## src/disk_op_regs.svh

```systemverilog
// constants of the channel operation decoder: codes, bit positions, sizes
`ifndef DISK_OP_REGS_SVH
`define DISK_OP_REGS_SVH

// data path sizes
`define OP_W            16
`define FIFO_DEPTH      16

// top two bits of an operation, and the seek fixed-head bit
`define CODE_SEEK       2'b10
`define CODE_LDSEEK     2'b11
`define SEEK_FIXED_BIT  13

// upper-byte operation codes
`define UB_END0         8'h00
`define UB_END1         8'h10
`define UB_NOP          8'h08
`define UB_PCI          8'h09
`define UB_BURST        8'h0a
`define UB_SKIP         8'h18
`define UB_LD_CV        8'h50
`define UB_LD_DV        8'h51
`define UB_LD_CP        8'h52
`define UB_LD_DP        8'h57
`define UB_RECAL        8'h42
`define UB_RD_ID        8'h20

// status word bit indices (index 0 is bit 0 of the word)
`define ST_READERR      13
`define ST_IDERR        12
`define ST_SNF          10
`define ST_DEVERR       6
`define ST_PCI          7
`define ST_BUSY         4
`define ST_ENABLED      1
`define ST_IRQ          0
`define STAT_RST        16'h0000

// identifier flag byte: sector displaced
`define FLAG_DISP_BIT   3

`endif

```

## src/disk_op_pkg.sv

```systemverilog
// types shared by the channel operation decoder
package disk_op_pkg;

    typedef enum logic [2:0] {
        ST_IDLE, ST_FETCH, ST_EXEC, ST_OPND,
        ST_HOLD, ST_ID_WAIT, ST_ID_READ, ST_ID_PUSH
    } state_t;

    typedef struct packed {
        logic [7:0]  flag;
        logic [7:0]  sector;
        logic [15:0] headcyl;
    } id_field_t;

    typedef struct packed {
        logic        valid;
        logic [15:0] vector;
        logic        upper;
        logic [15:0] addr;
    } ptr_wr_t;

    typedef struct packed {
        state_t      st;
        logic [15:0] op;
        logic [15:0] ctrl_vec;
        logic [15:0] data_vec;
        logic [15:0] seek;
        logic [15:0] stat;
        logic [2:0]  burst;
        logic [1:0]  skip;
        logic [5:0]  resid;
        logic [6:0]  fields;
        logic [5:0]  sector;
        logic        field;
        logic        fixed_since;
        logic        disp;
        logic        push_lo;
        id_field_t   id;
        logic        fetch_req;
        logic        op_ready;
        logic        seek_start;
        logic        fixed_sel;
        logic        id_rd;
        logic        irq;
        ptr_wr_t     ptr;
    } dec_state_t;

endpackage : disk_op_pkg

```

## src/disk_channel_op_decoder.sv

```systemverilog
// channel operation decoder of the disk adapter
//
// Contract
// top bits 10 decode as seek
// head leading 1 fixed select, else moving
// seek head/cylinder kept in seek register
// moving seek: fetch next op immediately
// during moving seek bar seek/recal/xfer/end
// fixed head since seek allows data transfer
// top bits 11 only load seek register
// no-op just fetches next operation
// 23 unimplemented upper bytes act as no-op
// PCI sets status and pending interrupt
// load burst from low three bits
// load skip factor and residual count
// field count is fields minus one
// load control or data vector from operand
// operand into control pointer bytes 2-3
// operand into data pointer bytes 0-1
// list must avoid maintenance code ranges
// transfer op: code, sector, first field
// head/cylinder mismatch flags identifier error
// read ID at sector, send to storage
// displaced: use next sector's identifier
// unrecovered check error: read error, no data
// end op clears busy, raises request
// control vector fetches ops, data vector data
// barred operation held until seek ends
// trailing operand fetched in next burst
`include "disk_op_regs.svh"
`timescale 1ns/100ps
module disk_channel_op_decoder
    import disk_op_pkg::*;
#(
    parameter int FIFO_DEPTH = `FIFO_DEPTH
) (
    input  wire logic        sys_clk,
    input  wire logic        rstn,
    input  wire logic        start,
    input  wire logic [15:0] start_vector,
    input  wire logic        op_valid,
    input  wire logic [15:0] op_data,
    output logic             op_ready,
    output logic             fetch_req,
    output logic [15:0]      fetch_vector,
    input  wire logic        seek_busy,
    output logic             seek_start,
    output logic             fixed_head_sel,
    output logic [15:0]      seek_reg,
    output logic [2:0]       burst_len,
    output logic [1:0]       skip_factor,
    output logic [5:0]       residual_count,
    output logic [6:0]       field_total,
    output logic [5:0]       selected_sector_holder,
    output logic             first_field,
    output ptr_wr_t          ptr_wr,
    output logic [15:0]      data_vector,
    input  wire logic        enable,
    input  wire logic [15:0] status_clr,
    output logic [15:0]      adapter_status_word,
    output logic             irq,
    input  wire logic [5:0]  rotating_sector_position,
    output logic             id_rd_req,
    input  wire logic        id_valid,
    input  wire id_field_t   id_field,
    input  wire logic        id_crc_err,
    input  wire logic        id_recovered,
    output logic             xfer_valid,
    output logic [15:0]      xfer_data,
    input  wire logic        xfer_ready
);

    dec_state_t  s_ff;
    dec_state_t  nxt_s;
    logic [7:0]  ub;
    logic        moving;
    logic        barred_xfer;
    logic        push_valid;
    logic [15:0] push_data;
    logic        push_ready;

    ////////////////////////////////////////////////////////////////////////
    // helpers

    function automatic logic is_nop(input logic [7:0] code);
        logic r;
        r = 1'b0;
        unique case (code) inside
            8'h08, 8'h0b, [8'h0c:8'h0f], 8'h40, 8'h41, 8'h43,
            [8'h44:8'h47], [8'h54:8'h56], [8'h58:8'h5f]: r = 1'b1;
            default:                                     r = 1'b0;
        endcase
        return r;
    endfunction : is_nop

    function automatic dec_state_t to_fetch(input dec_state_t x);
        dec_state_t y;
        y           = x;
        y.st        = ST_FETCH;
        y.fetch_req = 1'b1;
        y.op_ready  = 1'b1;
        return y;
    endfunction : to_fetch

    // ends the channel operation, raising the given status bits
    function automatic dec_state_t finish(input dec_state_t x,
                                          input logic [15:0] bits);
        dec_state_t y;
        y = x;
        y.stat = x.stat | bits;
        y.stat[`ST_IRQ] = 1'b1;
        y.stat[`ST_BUSY] = 1'b0;
        y.st = ST_IDLE;
        y.fetch_req = 1'b0;
        y.op_ready = 1'b0;
        y.id_rd = 1'b0;
        return y;
    endfunction : finish

    ////////////////////////////////////////////////////////////////////////
    // next state

    // arm must raise seek_busy within one cycle of seek_start
    assign moving      = s_ff.seek_start | seek_busy;
    assign barred_xfer = moving & ~s_ff.fixed_since;
    assign ub          = s_ff.op[15:8];

    always_comb begin
        nxt_s = s_ff;
        nxt_s.seek_start = 1'b0;
        nxt_s.ptr.valid = 1'b0;
        push_valid = 1'b0;
        push_data = 16'h0000;
        // software clears status bits; a set below in the same cycle wins
        nxt_s.stat          = s_ff.stat & ~status_clr;
        nxt_s.stat[`ST_ENABLED] = enable;
        unique case (s_ff.st)
            ST_IDLE: begin
                if (start) begin
                    nxt_s.ctrl_vec         = start_vector;
                    nxt_s.stat[`ST_BUSY]   = 1'b1;
                    nxt_s                  = to_fetch(nxt_s);
                end
            end
            ST_FETCH: begin
                if (op_valid) begin
                    nxt_s.op        = op_data;
                    nxt_s.fetch_req = 1'b0;
                    nxt_s.op_ready  = 1'b0;
                    nxt_s.st        = ST_EXEC;
                end
            end
            ST_EXEC: begin
                if (s_ff.op[15:14] == `CODE_SEEK) begin
                    if (s_ff.op[`SEEK_FIXED_BIT]) begin
                        nxt_s.seek[13:0]  = s_ff.op[13:0];
                        nxt_s.fixed_sel   = 1'b1;
                        nxt_s.fixed_since = 1'b1;
                        nxt_s             = to_fetch(nxt_s);
                    end else if (moving) begin
                        nxt_s.st = ST_HOLD;
                    end else begin
                        nxt_s.seek[13:0]  = s_ff.op[13:0];
                        nxt_s.seek_start  = 1'b1;
                        nxt_s.fixed_sel   = 1'b0;
                        nxt_s.fixed_since = 1'b0;
                        nxt_s             = to_fetch(nxt_s);
                    end
                end else if (s_ff.op[15:14] == `CODE_LDSEEK) begin
                    nxt_s.seek[13:0] = s_ff.op[13:0];
                    nxt_s            = to_fetch(nxt_s);
                end else if (is_nop(ub)) begin
                    nxt_s = to_fetch(nxt_s);
                end else begin
                    unique case (ub)
                        `UB_END0, `UB_END1: begin
                            if (moving) begin
                                nxt_s.st = ST_HOLD;
                            end else begin
                                nxt_s = finish(nxt_s, 16'h0000);
                            end
                        end
                        `UB_PCI: begin
                            nxt_s.stat[`ST_PCI] = 1'b1;
                            nxt_s.stat[`ST_IRQ] = 1'b1;
                            nxt_s               = to_fetch(nxt_s);
                        end
                        `UB_BURST: begin
                            nxt_s.burst = s_ff.op[2:0];
                            nxt_s       = to_fetch(nxt_s);
                        end
                        `UB_SKIP: begin
                            nxt_s.skip   = s_ff.op[7:6];
                            nxt_s.resid  = s_ff.op[5:0];
                            nxt_s.fields = {1'b0, s_ff.op[5:0]} + 7'd1;
                            nxt_s        = to_fetch(nxt_s);
                        end
                        `UB_LD_CV, `UB_LD_DV, `UB_LD_CP, `UB_LD_DP: begin
                            nxt_s.st        = ST_OPND;
                            nxt_s.fetch_req = 1'b1;
                            nxt_s.op_ready  = 1'b1;
                        end
                        `UB_RECAL: begin
                            // arm recalibration lives outside this block
                            if (moving) begin
                                nxt_s.st = ST_HOLD;
                            end else begin
                                nxt_s = to_fetch(nxt_s);
                            end
                        end
                        `UB_RD_ID: begin
                            if (barred_xfer) begin
                                nxt_s.st = ST_HOLD;
                            end else begin
                                nxt_s.sector = s_ff.op[6:1];
                                nxt_s.field  = s_ff.op[0];
                                nxt_s.disp   = 1'b0;
                                nxt_s.st     = ST_ID_WAIT;
                            end
                        end
                        default: begin
                            // undefined and maintenance codes: stop the list
                            nxt_s = finish(nxt_s, 16'h0000 |
                                (16'h0001 << `ST_DEVERR));
                        end
                    endcase
                end
            end
            ST_OPND: begin
                if (op_valid) begin
                    unique case (ub)
                        `UB_LD_CV: nxt_s.ctrl_vec = op_data;
                        `UB_LD_DV: nxt_s.data_vec = op_data;
                        `UB_LD_CP: begin
                            nxt_s.ptr = {1'b1, s_ff.ctrl_vec, 1'b0,
                                         op_data};
                        end
                        `UB_LD_DP: begin
                            nxt_s.ptr = {1'b1, s_ff.data_vec, 1'b1,
                                         op_data};
                        end
                        default: begin
                        end
                    endcase
                    nxt_s = to_fetch(nxt_s);
                end
            end
            ST_HOLD: begin
                // the held op is decoded again, not dropped
                if (!moving) begin
                    nxt_s.st = ST_EXEC;
                end
            end
            ST_ID_WAIT: begin
                if (rotating_sector_position == s_ff.sector) begin
                    nxt_s.id_rd = 1'b1;
                    nxt_s.st    = ST_ID_READ;
                end
            end
            ST_ID_READ: begin
                if (id_valid) begin
                    if (id_crc_err && !id_recovered) begin
                        nxt_s = finish(nxt_s,
                            (16'h0001 << `ST_READERR) |
                            (16'h0001 << `ST_IDERR) |
                            (16'h0001 << `ST_DEVERR));
                    end else if (id_field.flag[`FLAG_DISP_BIT] &&
                                 !s_ff.disp) begin
                        // keep reading: the next identifier is the one
                        nxt_s.disp = 1'b1;
                    end else if (s_ff.disp &&
                                 id_field.sector[5:0] != s_ff.sector) begin
                        nxt_s = finish(nxt_s,
                            (16'h0001 << `ST_SNF) |
                            (16'h0001 << `ST_DEVERR));
                    end else if (id_field.headcyl[13:0] !=
                                 s_ff.seek[13:0]) begin
                        nxt_s = finish(nxt_s,
                            (16'h0001 << `ST_IDERR) |
                            (16'h0001 << `ST_DEVERR));
                    end else begin
                        nxt_s.id      = id_field;
                        nxt_s.id_rd   = 1'b0;
                        nxt_s.push_lo = 1'b0;
                        nxt_s.st      = ST_ID_PUSH;
                    end
                end
            end
            ST_ID_PUSH: begin
                // upper halfword first; a full FIFO stalls here
                push_valid = 1'b1;
                push_data  = s_ff.push_lo ? s_ff.id[15:0] : s_ff.id[31:16];
                if (push_ready) begin
                    if (s_ff.push_lo) begin
                        nxt_s = to_fetch(nxt_s);
                    end else begin
                        nxt_s.push_lo = 1'b1;
                    end
                end
            end
        endcase
        // a request held while disabled goes out once enabled
        nxt_s.irq = nxt_s.stat[`ST_IRQ] & enable;
    end

    always_ff @(posedge sys_clk or negedge rstn) begin
        if (!rstn) begin
            s_ff      <= '0;
            s_ff.st   <= ST_IDLE;
            s_ff.stat <= `STAT_RST;
        end else begin
            s_ff <= nxt_s;
        end
    end

    ////////////////////////////////////////////////////////////////////////
    // identifier words toward storage

    op_fifo #(
        .W     (16),
        .DEPTH (FIFO_DEPTH)
    ) u_fifo (
        .sys_clk   (sys_clk),
        .rstn      (rstn),
        .in_valid  (push_valid),
        .in_data   (push_data),
        .in_ready  (push_ready),
        .out_valid (xfer_valid),
        .out_data  (xfer_data),
        .out_ready (xfer_ready)
    );

    ////////////////////////////////////////////////////////////////////////
    // outputs

    assign op_ready = s_ff.op_ready;
    assign fetch_req = s_ff.fetch_req;
    assign fetch_vector = s_ff.ctrl_vec;
    assign data_vector = s_ff.data_vec;
    assign seek_start = s_ff.seek_start;
    assign fixed_head_sel = s_ff.fixed_sel;
    assign seek_reg = s_ff.seek;
    assign burst_len = s_ff.burst;
    assign skip_factor = s_ff.skip;
    assign residual_count = s_ff.resid;
    assign field_total = s_ff.fields;
    assign selected_sector_holder = s_ff.sector;
    assign first_field = s_ff.field;
    assign ptr_wr = s_ff.ptr;
    assign adapter_status_word = s_ff.stat;
    assign irq = s_ff.irq;
    assign id_rd_req = s_ff.id_rd;

endmodule : disk_channel_op_decoder

```

## src/op_fifo.sv

```systemverilog
// word FIFO with a registered output stage
`timescale 1ns/100ps
module op_fifo #(
    parameter int W     = 16,
    parameter int DEPTH = 16
) (
    input  wire logic         sys_clk,
    input  wire logic         rstn,
    input  wire logic         in_valid,
    input  wire logic [W-1:0] in_data,
    output logic              in_ready,
    output logic              out_valid,
    output logic [W-1:0]      out_data,
    input  wire logic         out_ready
);
    localparam int PW = $clog2(DEPTH);
    localparam int CW = $clog2(DEPTH + 1);

    typedef struct packed {
        logic [DEPTH-1:0][W-1:0] mem;
        logic [PW-1:0]           wp;
        logic [PW-1:0]           rp;
        logic [CW-1:0]           cnt;
        logic                    ov;
        logic [W-1:0]            od;
    } fifo_t;

    fifo_t s_ff;
    fifo_t nxt_s;
    logic  push;
    logic  pop;

    ////////////////////////////////////////////////////////////////////////
    // depth must be a power of two: pointers wrap by overflow
    always_comb begin
        nxt_s    = s_ff;
        in_ready = (s_ff.cnt != CW'(DEPTH));
        push     = in_valid & in_ready;
        pop      = (s_ff.cnt != '0) & (~s_ff.ov | out_ready);
        if (push) begin
            nxt_s.mem[s_ff.wp] = in_data;
            nxt_s.wp           = s_ff.wp + 1'b1;
        end
        if (pop) begin
            nxt_s.od = s_ff.mem[s_ff.rp];
            nxt_s.ov = 1'b1;
            nxt_s.rp = s_ff.rp + 1'b1;
        end else if (out_ready) begin
            nxt_s.ov = 1'b0;
        end
        if (push && !pop) begin
            nxt_s.cnt = s_ff.cnt + 1'b1;
        end else if (pop && !push) begin
            nxt_s.cnt = s_ff.cnt - 1'b1;
        end
    end

    always_ff @(posedge sys_clk or negedge rstn) begin
        if (!rstn) begin
            s_ff <= '0;
        end else begin
            s_ff <= nxt_s;
        end
    end

    assign out_valid = s_ff.ov;
    assign out_data  = s_ff.od;

endmodule : op_fifo

```

## config.mk

```make
export PLATFORM = sky130hd
export DESIGN_NAME = disk_channel_op_decoder
export DESIGN_NICKNAME = d
export VERILOG_FILES = /design/src/disk_op_pkg.sv /design/src/disk_channel_op_decoder.sv /design/src/op_fifo.sv
export VERILOG_INCLUDE_DIRS = /design/src
export SDC_FILE = /design/constraint.sdc
export NUM_CORES = 1
export LEC_CHECK = 0
export ABC_AREA = 1
export BUFFER_PORTS_ARGS = -buffer_cell sky130_fd_sc_hd__buf_2
export CAP_MARGIN = 20
export CORE_MARGIN = 2
export CORE_UTILIZATION = 35
export DETAILED_ROUTE_END_ITERATION = 8
export GPL_TIMING_DRIVEN = 0
export HOLD_SLACK_MARGIN = 0.1
export RECOVER_POWER = 100
export SYNTH_ARGS = -nofsm -noshare
export SYNTH_HDL_FRONTEND = slang
export SYNTH_SLANG_ARGS = --single-unit
export TNS_END_PERCENT = 50
```

## constraint.sdc

```tcl
create_clock -name sys_clk -period 2.51 [get_ports sys_clk]
set_clock_uncertainty 0.1 [all_clocks]
set_input_delay 0.1255 -clock sys_clk [delete_from_list [all_inputs] [get_ports sys_clk]]
set_output_delay 0.1255 -clock sys_clk [all_outputs]
set_load 0.01 [all_outputs]
```

==> results.cfg <==
[power_and_ir_drop]
power_mw = 27.0
p_per_area_nw_per_um2 = 958
peakVddDrop_mv = 0.661
power.leakage_nw = 13.3

[floorplanning]
initial_core_util_pct = 35.4
pin_count = 242
die_w_um = 259
dieArea_um2 = 67100
core_region_area_um2 = 64300
fp.dieH_um = 259
num_rows = 93

[routing]
drt-wirelength-per-cell_um = 19.6
drt-pass1-iter-count = 6
vias = 20700
finalWirelength_mm = 79.8
drt_drc_violations_left = 0
vias_per_cell = 5.10
drt_iter0_markers = 2115
ant_nets = 0

[setup_path]
cp_data_required_time_ns = 2.93
crit_start = u_fifo.s_ff[22]
path_max_fanout = 10
cpPeakStageDelay_ns = 0.46
cpMaxStageDelayCell = dfrtp_2
crit_top_cell = buf_2
cp_cell_sequence = buf_2 > inv_1 > buf_2 > clkbuf_2 > o21ai_0 > o22ai_1 > o211ai_1 > a31oi_1
crit_path_end_kind = flop
worst_ep_arrival_time_ns = 2.91
timing.rr.start = u_fifo.s_ff[22]
start_kind = flop
worstSetupPathType = flop to flop

[synthesis]
synth.distinct_cells = 48
syn_inst = 2750
ys.flop_type = dfrtp_1
syn-cell-area_um2 = 22800
synth-edff-count = 0
async_flop_share_pct = 100
yosysSeqAreaShare_pct = 51.2
ys_ff_latch = 466
yosysWarnings = 0
postSynthAreaPerCell_um2 = 8.28

[clock_tree]
cts-htree-levels = 2
cts_hold_buf = 107
cts_buffers = 53
cts_sinks = 466
cts_root_buf = clkbuf_16
cts_tree = done
clk_latency_ns = 0.61
cts_buffer_depth = 3
cts.reportedPaths.clkPinSlew_ns = 0.06

[grt]
grt_usage_pct = 23.6
grt_pass1_vias = 20100
grt_pass1_wl_mm = 122
grt_max_degree = 112
antenna_found_initial = 0
overflow = 0

[sta]
setup_ws_ns = 0.0221
fin_setup_tns_ns = 0
setup_viol = 0
relSlewSlack_pct = 41.1
min_period_ns = 2.49
maxSlewViolCount = 0
fin_crit_sh_pct = 99.1
fin_hold_ws_ns = -0.0377
grt_setup_unrepaired = true
fmax_mhz = 402
hold_viol = 30
worst_slew_pin_slew_ns = 0.883

[outcome]
violations = negative hold slack
status = finished, violations left

[finish]
largest_register_ffs = 269
syn_to_final_growth_pct = 23.7
drive_above_1_share_pct = 15.8
nets = 3271
final_area_um2 = 28200
fin_util_pct = 43.8
top_register = u_fifo.s_ff

[placement]
portBuffers = 237
gp_congestion = 0.967
place_area_um2 = 25200
dp_slack_ns = -0.608
place_hpwl_mm = 57.5

[hold_path]
hold_class = primary input to asynchronous set/reset pin

[run]
maxCapViolCount = 0
-- what timing repair did --
action,in CTS,in global routing
pin swaps,4,6
setup endpoints to repair,56,62
endpoints found under the hold margin,262,67
buffers inserted,4,7
gates resized for setup,38,46
-- logic make-up (layout without fill, tap and decap cells) --
kind of cell    Yosys count  count (layout)  synth area share (%)
compound gates          683             683                  16.6
xor+xnor                 21              21                 0.807
flops                   466             466                  51.2
buf+inv                 540             998                  12.0
other cells               1               3                0.0165
fa+ha+maj                11              11                 0.637
simple gates           1028            1028                  18.8
-- synth_stat cells, types with 16 or more instances --
library cell | number | area, um^2
a31oi_1 | 17 | 106
nand2_1 | 599 | 2250
nand3_1 | 69 | 345
nor2_1 | 304 | 1140
o211ai_1 | 21 | 158
buf_2 | 32 | 160
dfrtp_1 | 466 | 11700
clkbuf_1 | 108 | 405
o22ai_1 | 51 | 319
inv_1 | 224 | 841
buf_4 | 146 | 1100
o21ai_1 | 58 | 290
xor2_1 | 16 | 140
o221ai_1 | 48 | 420
o21ai_0 | 466 | 2330
-- cells in the final DEF (no fill, tap or decap), types with 6 or more instances in the layout --
| master | count |
|---|---|
| nor2_4 | 6 |
| inv_2 | 10 |
| buf_4 | 147 |
| nand2_2 | 8 |
| o21ai_0 | 464 |
| nand4_1 | 14 |
| nand3_1 | 68 |
| clkbuf_4 | 6 |
| bufinv_16 | 7 |
| nand4_4 | 7 |
| o211ai_1 | 21 |
| clkbuf_16 | 53 |
| a21oi_1 | 11 |
| o221ai_1 | 41 |
| nor2_1 | 302 |
| buf_2 | 148 |
| buf_6 | 12 |
| clkinv_2 | 10 |
| o22ai_1 | 51 |
| clkbuf_8 | 11 |
| xor2_1 | 16 |
| o21ai_1 | 60 |
| a31oi_1 | 16 |
| clkbuf_2 | 32 |
| clkbuf_1 | 215 |
| ha_1 | 8 |
| dlygate4sd3_1 | 107 |
| o221ai_2 | 7 |
| inv_1 | 221 |
| nand2_1 | 599 |
| dfrtp_1 | 461 |
-- metal layers --
metal | wire (um) | up-vias | global-route usage [%]
li1 | - | 9689 | -
met1 | 33800 | 9923 | 31.7
met2 | 35900 | 941 | 37.4
met3 | 6690 | 179 | 4.62
met4 | 3420 | 0 | 9.43
met5 | 0 | - | 0
-- final timing paths --
| path | to | slack, ns | cells after the start |
|---|---|---|---|
| worst max-delay path | u_fifo.out_data[8] | 0.02 | 8 |
| worst min-delay path | u_fifo.s_ff[150] | -0.04 | 2 |
| worst max register to register | u_fifo.out_data[8] | 0.02 | 8 |
| worst min register to register | u_fifo.s_ff[21] | 0.37 | 1 |
| max in group asynchronous | ptr_wr[9] | 0.47 | 6 |
| min in group sys_clk | adapter_status_word[7] | 0.17 | 3 |
-- per-stage QoR --
stage | instances | hold slack [ns]
floorplan | 2751 | -0.270
global placement | 3843 | 0.152
detailed placement | 3848 | 0.0178
CTS | 4058 | -0.0257
global route | 4064 | -0.00425
finish | 4065 | -0.0377
-- final cells by class --
cell class / count / area [um^2]
Timing Repair Buffer: 360 / 2330
Antenna cell: 1 / 2.50
Multi-Input combinational cell: 1745 / 8500
Fill cell: 6490 / 36200
Buffer: 301 / 1840
Inverter: 237 / 905
Tap cell: 855 / 1070
Clock buffer: 77 / 1530
Clock inverter: 23 / 325
Sequential cell: 466 / 11700
-- power breakdown --
part	internal [mW]	total (mW)	switching, mW	leakage, nW
combinational	3.22	9.75	6.53	6.23
sequential	8.26	8.96	0.697	6.16
clock	4.95	8.27	3.32	0.909
total	16.4	27.0	10.5	13.3
-- critical path, delay by kind of cell, from the launching register on --
family	cells	cell delay, ns
buf+inv	4	0.88
flops	1	0.46
compound gates	4	0.94
No activity file was read; power rests on OpenSTA's default activity.
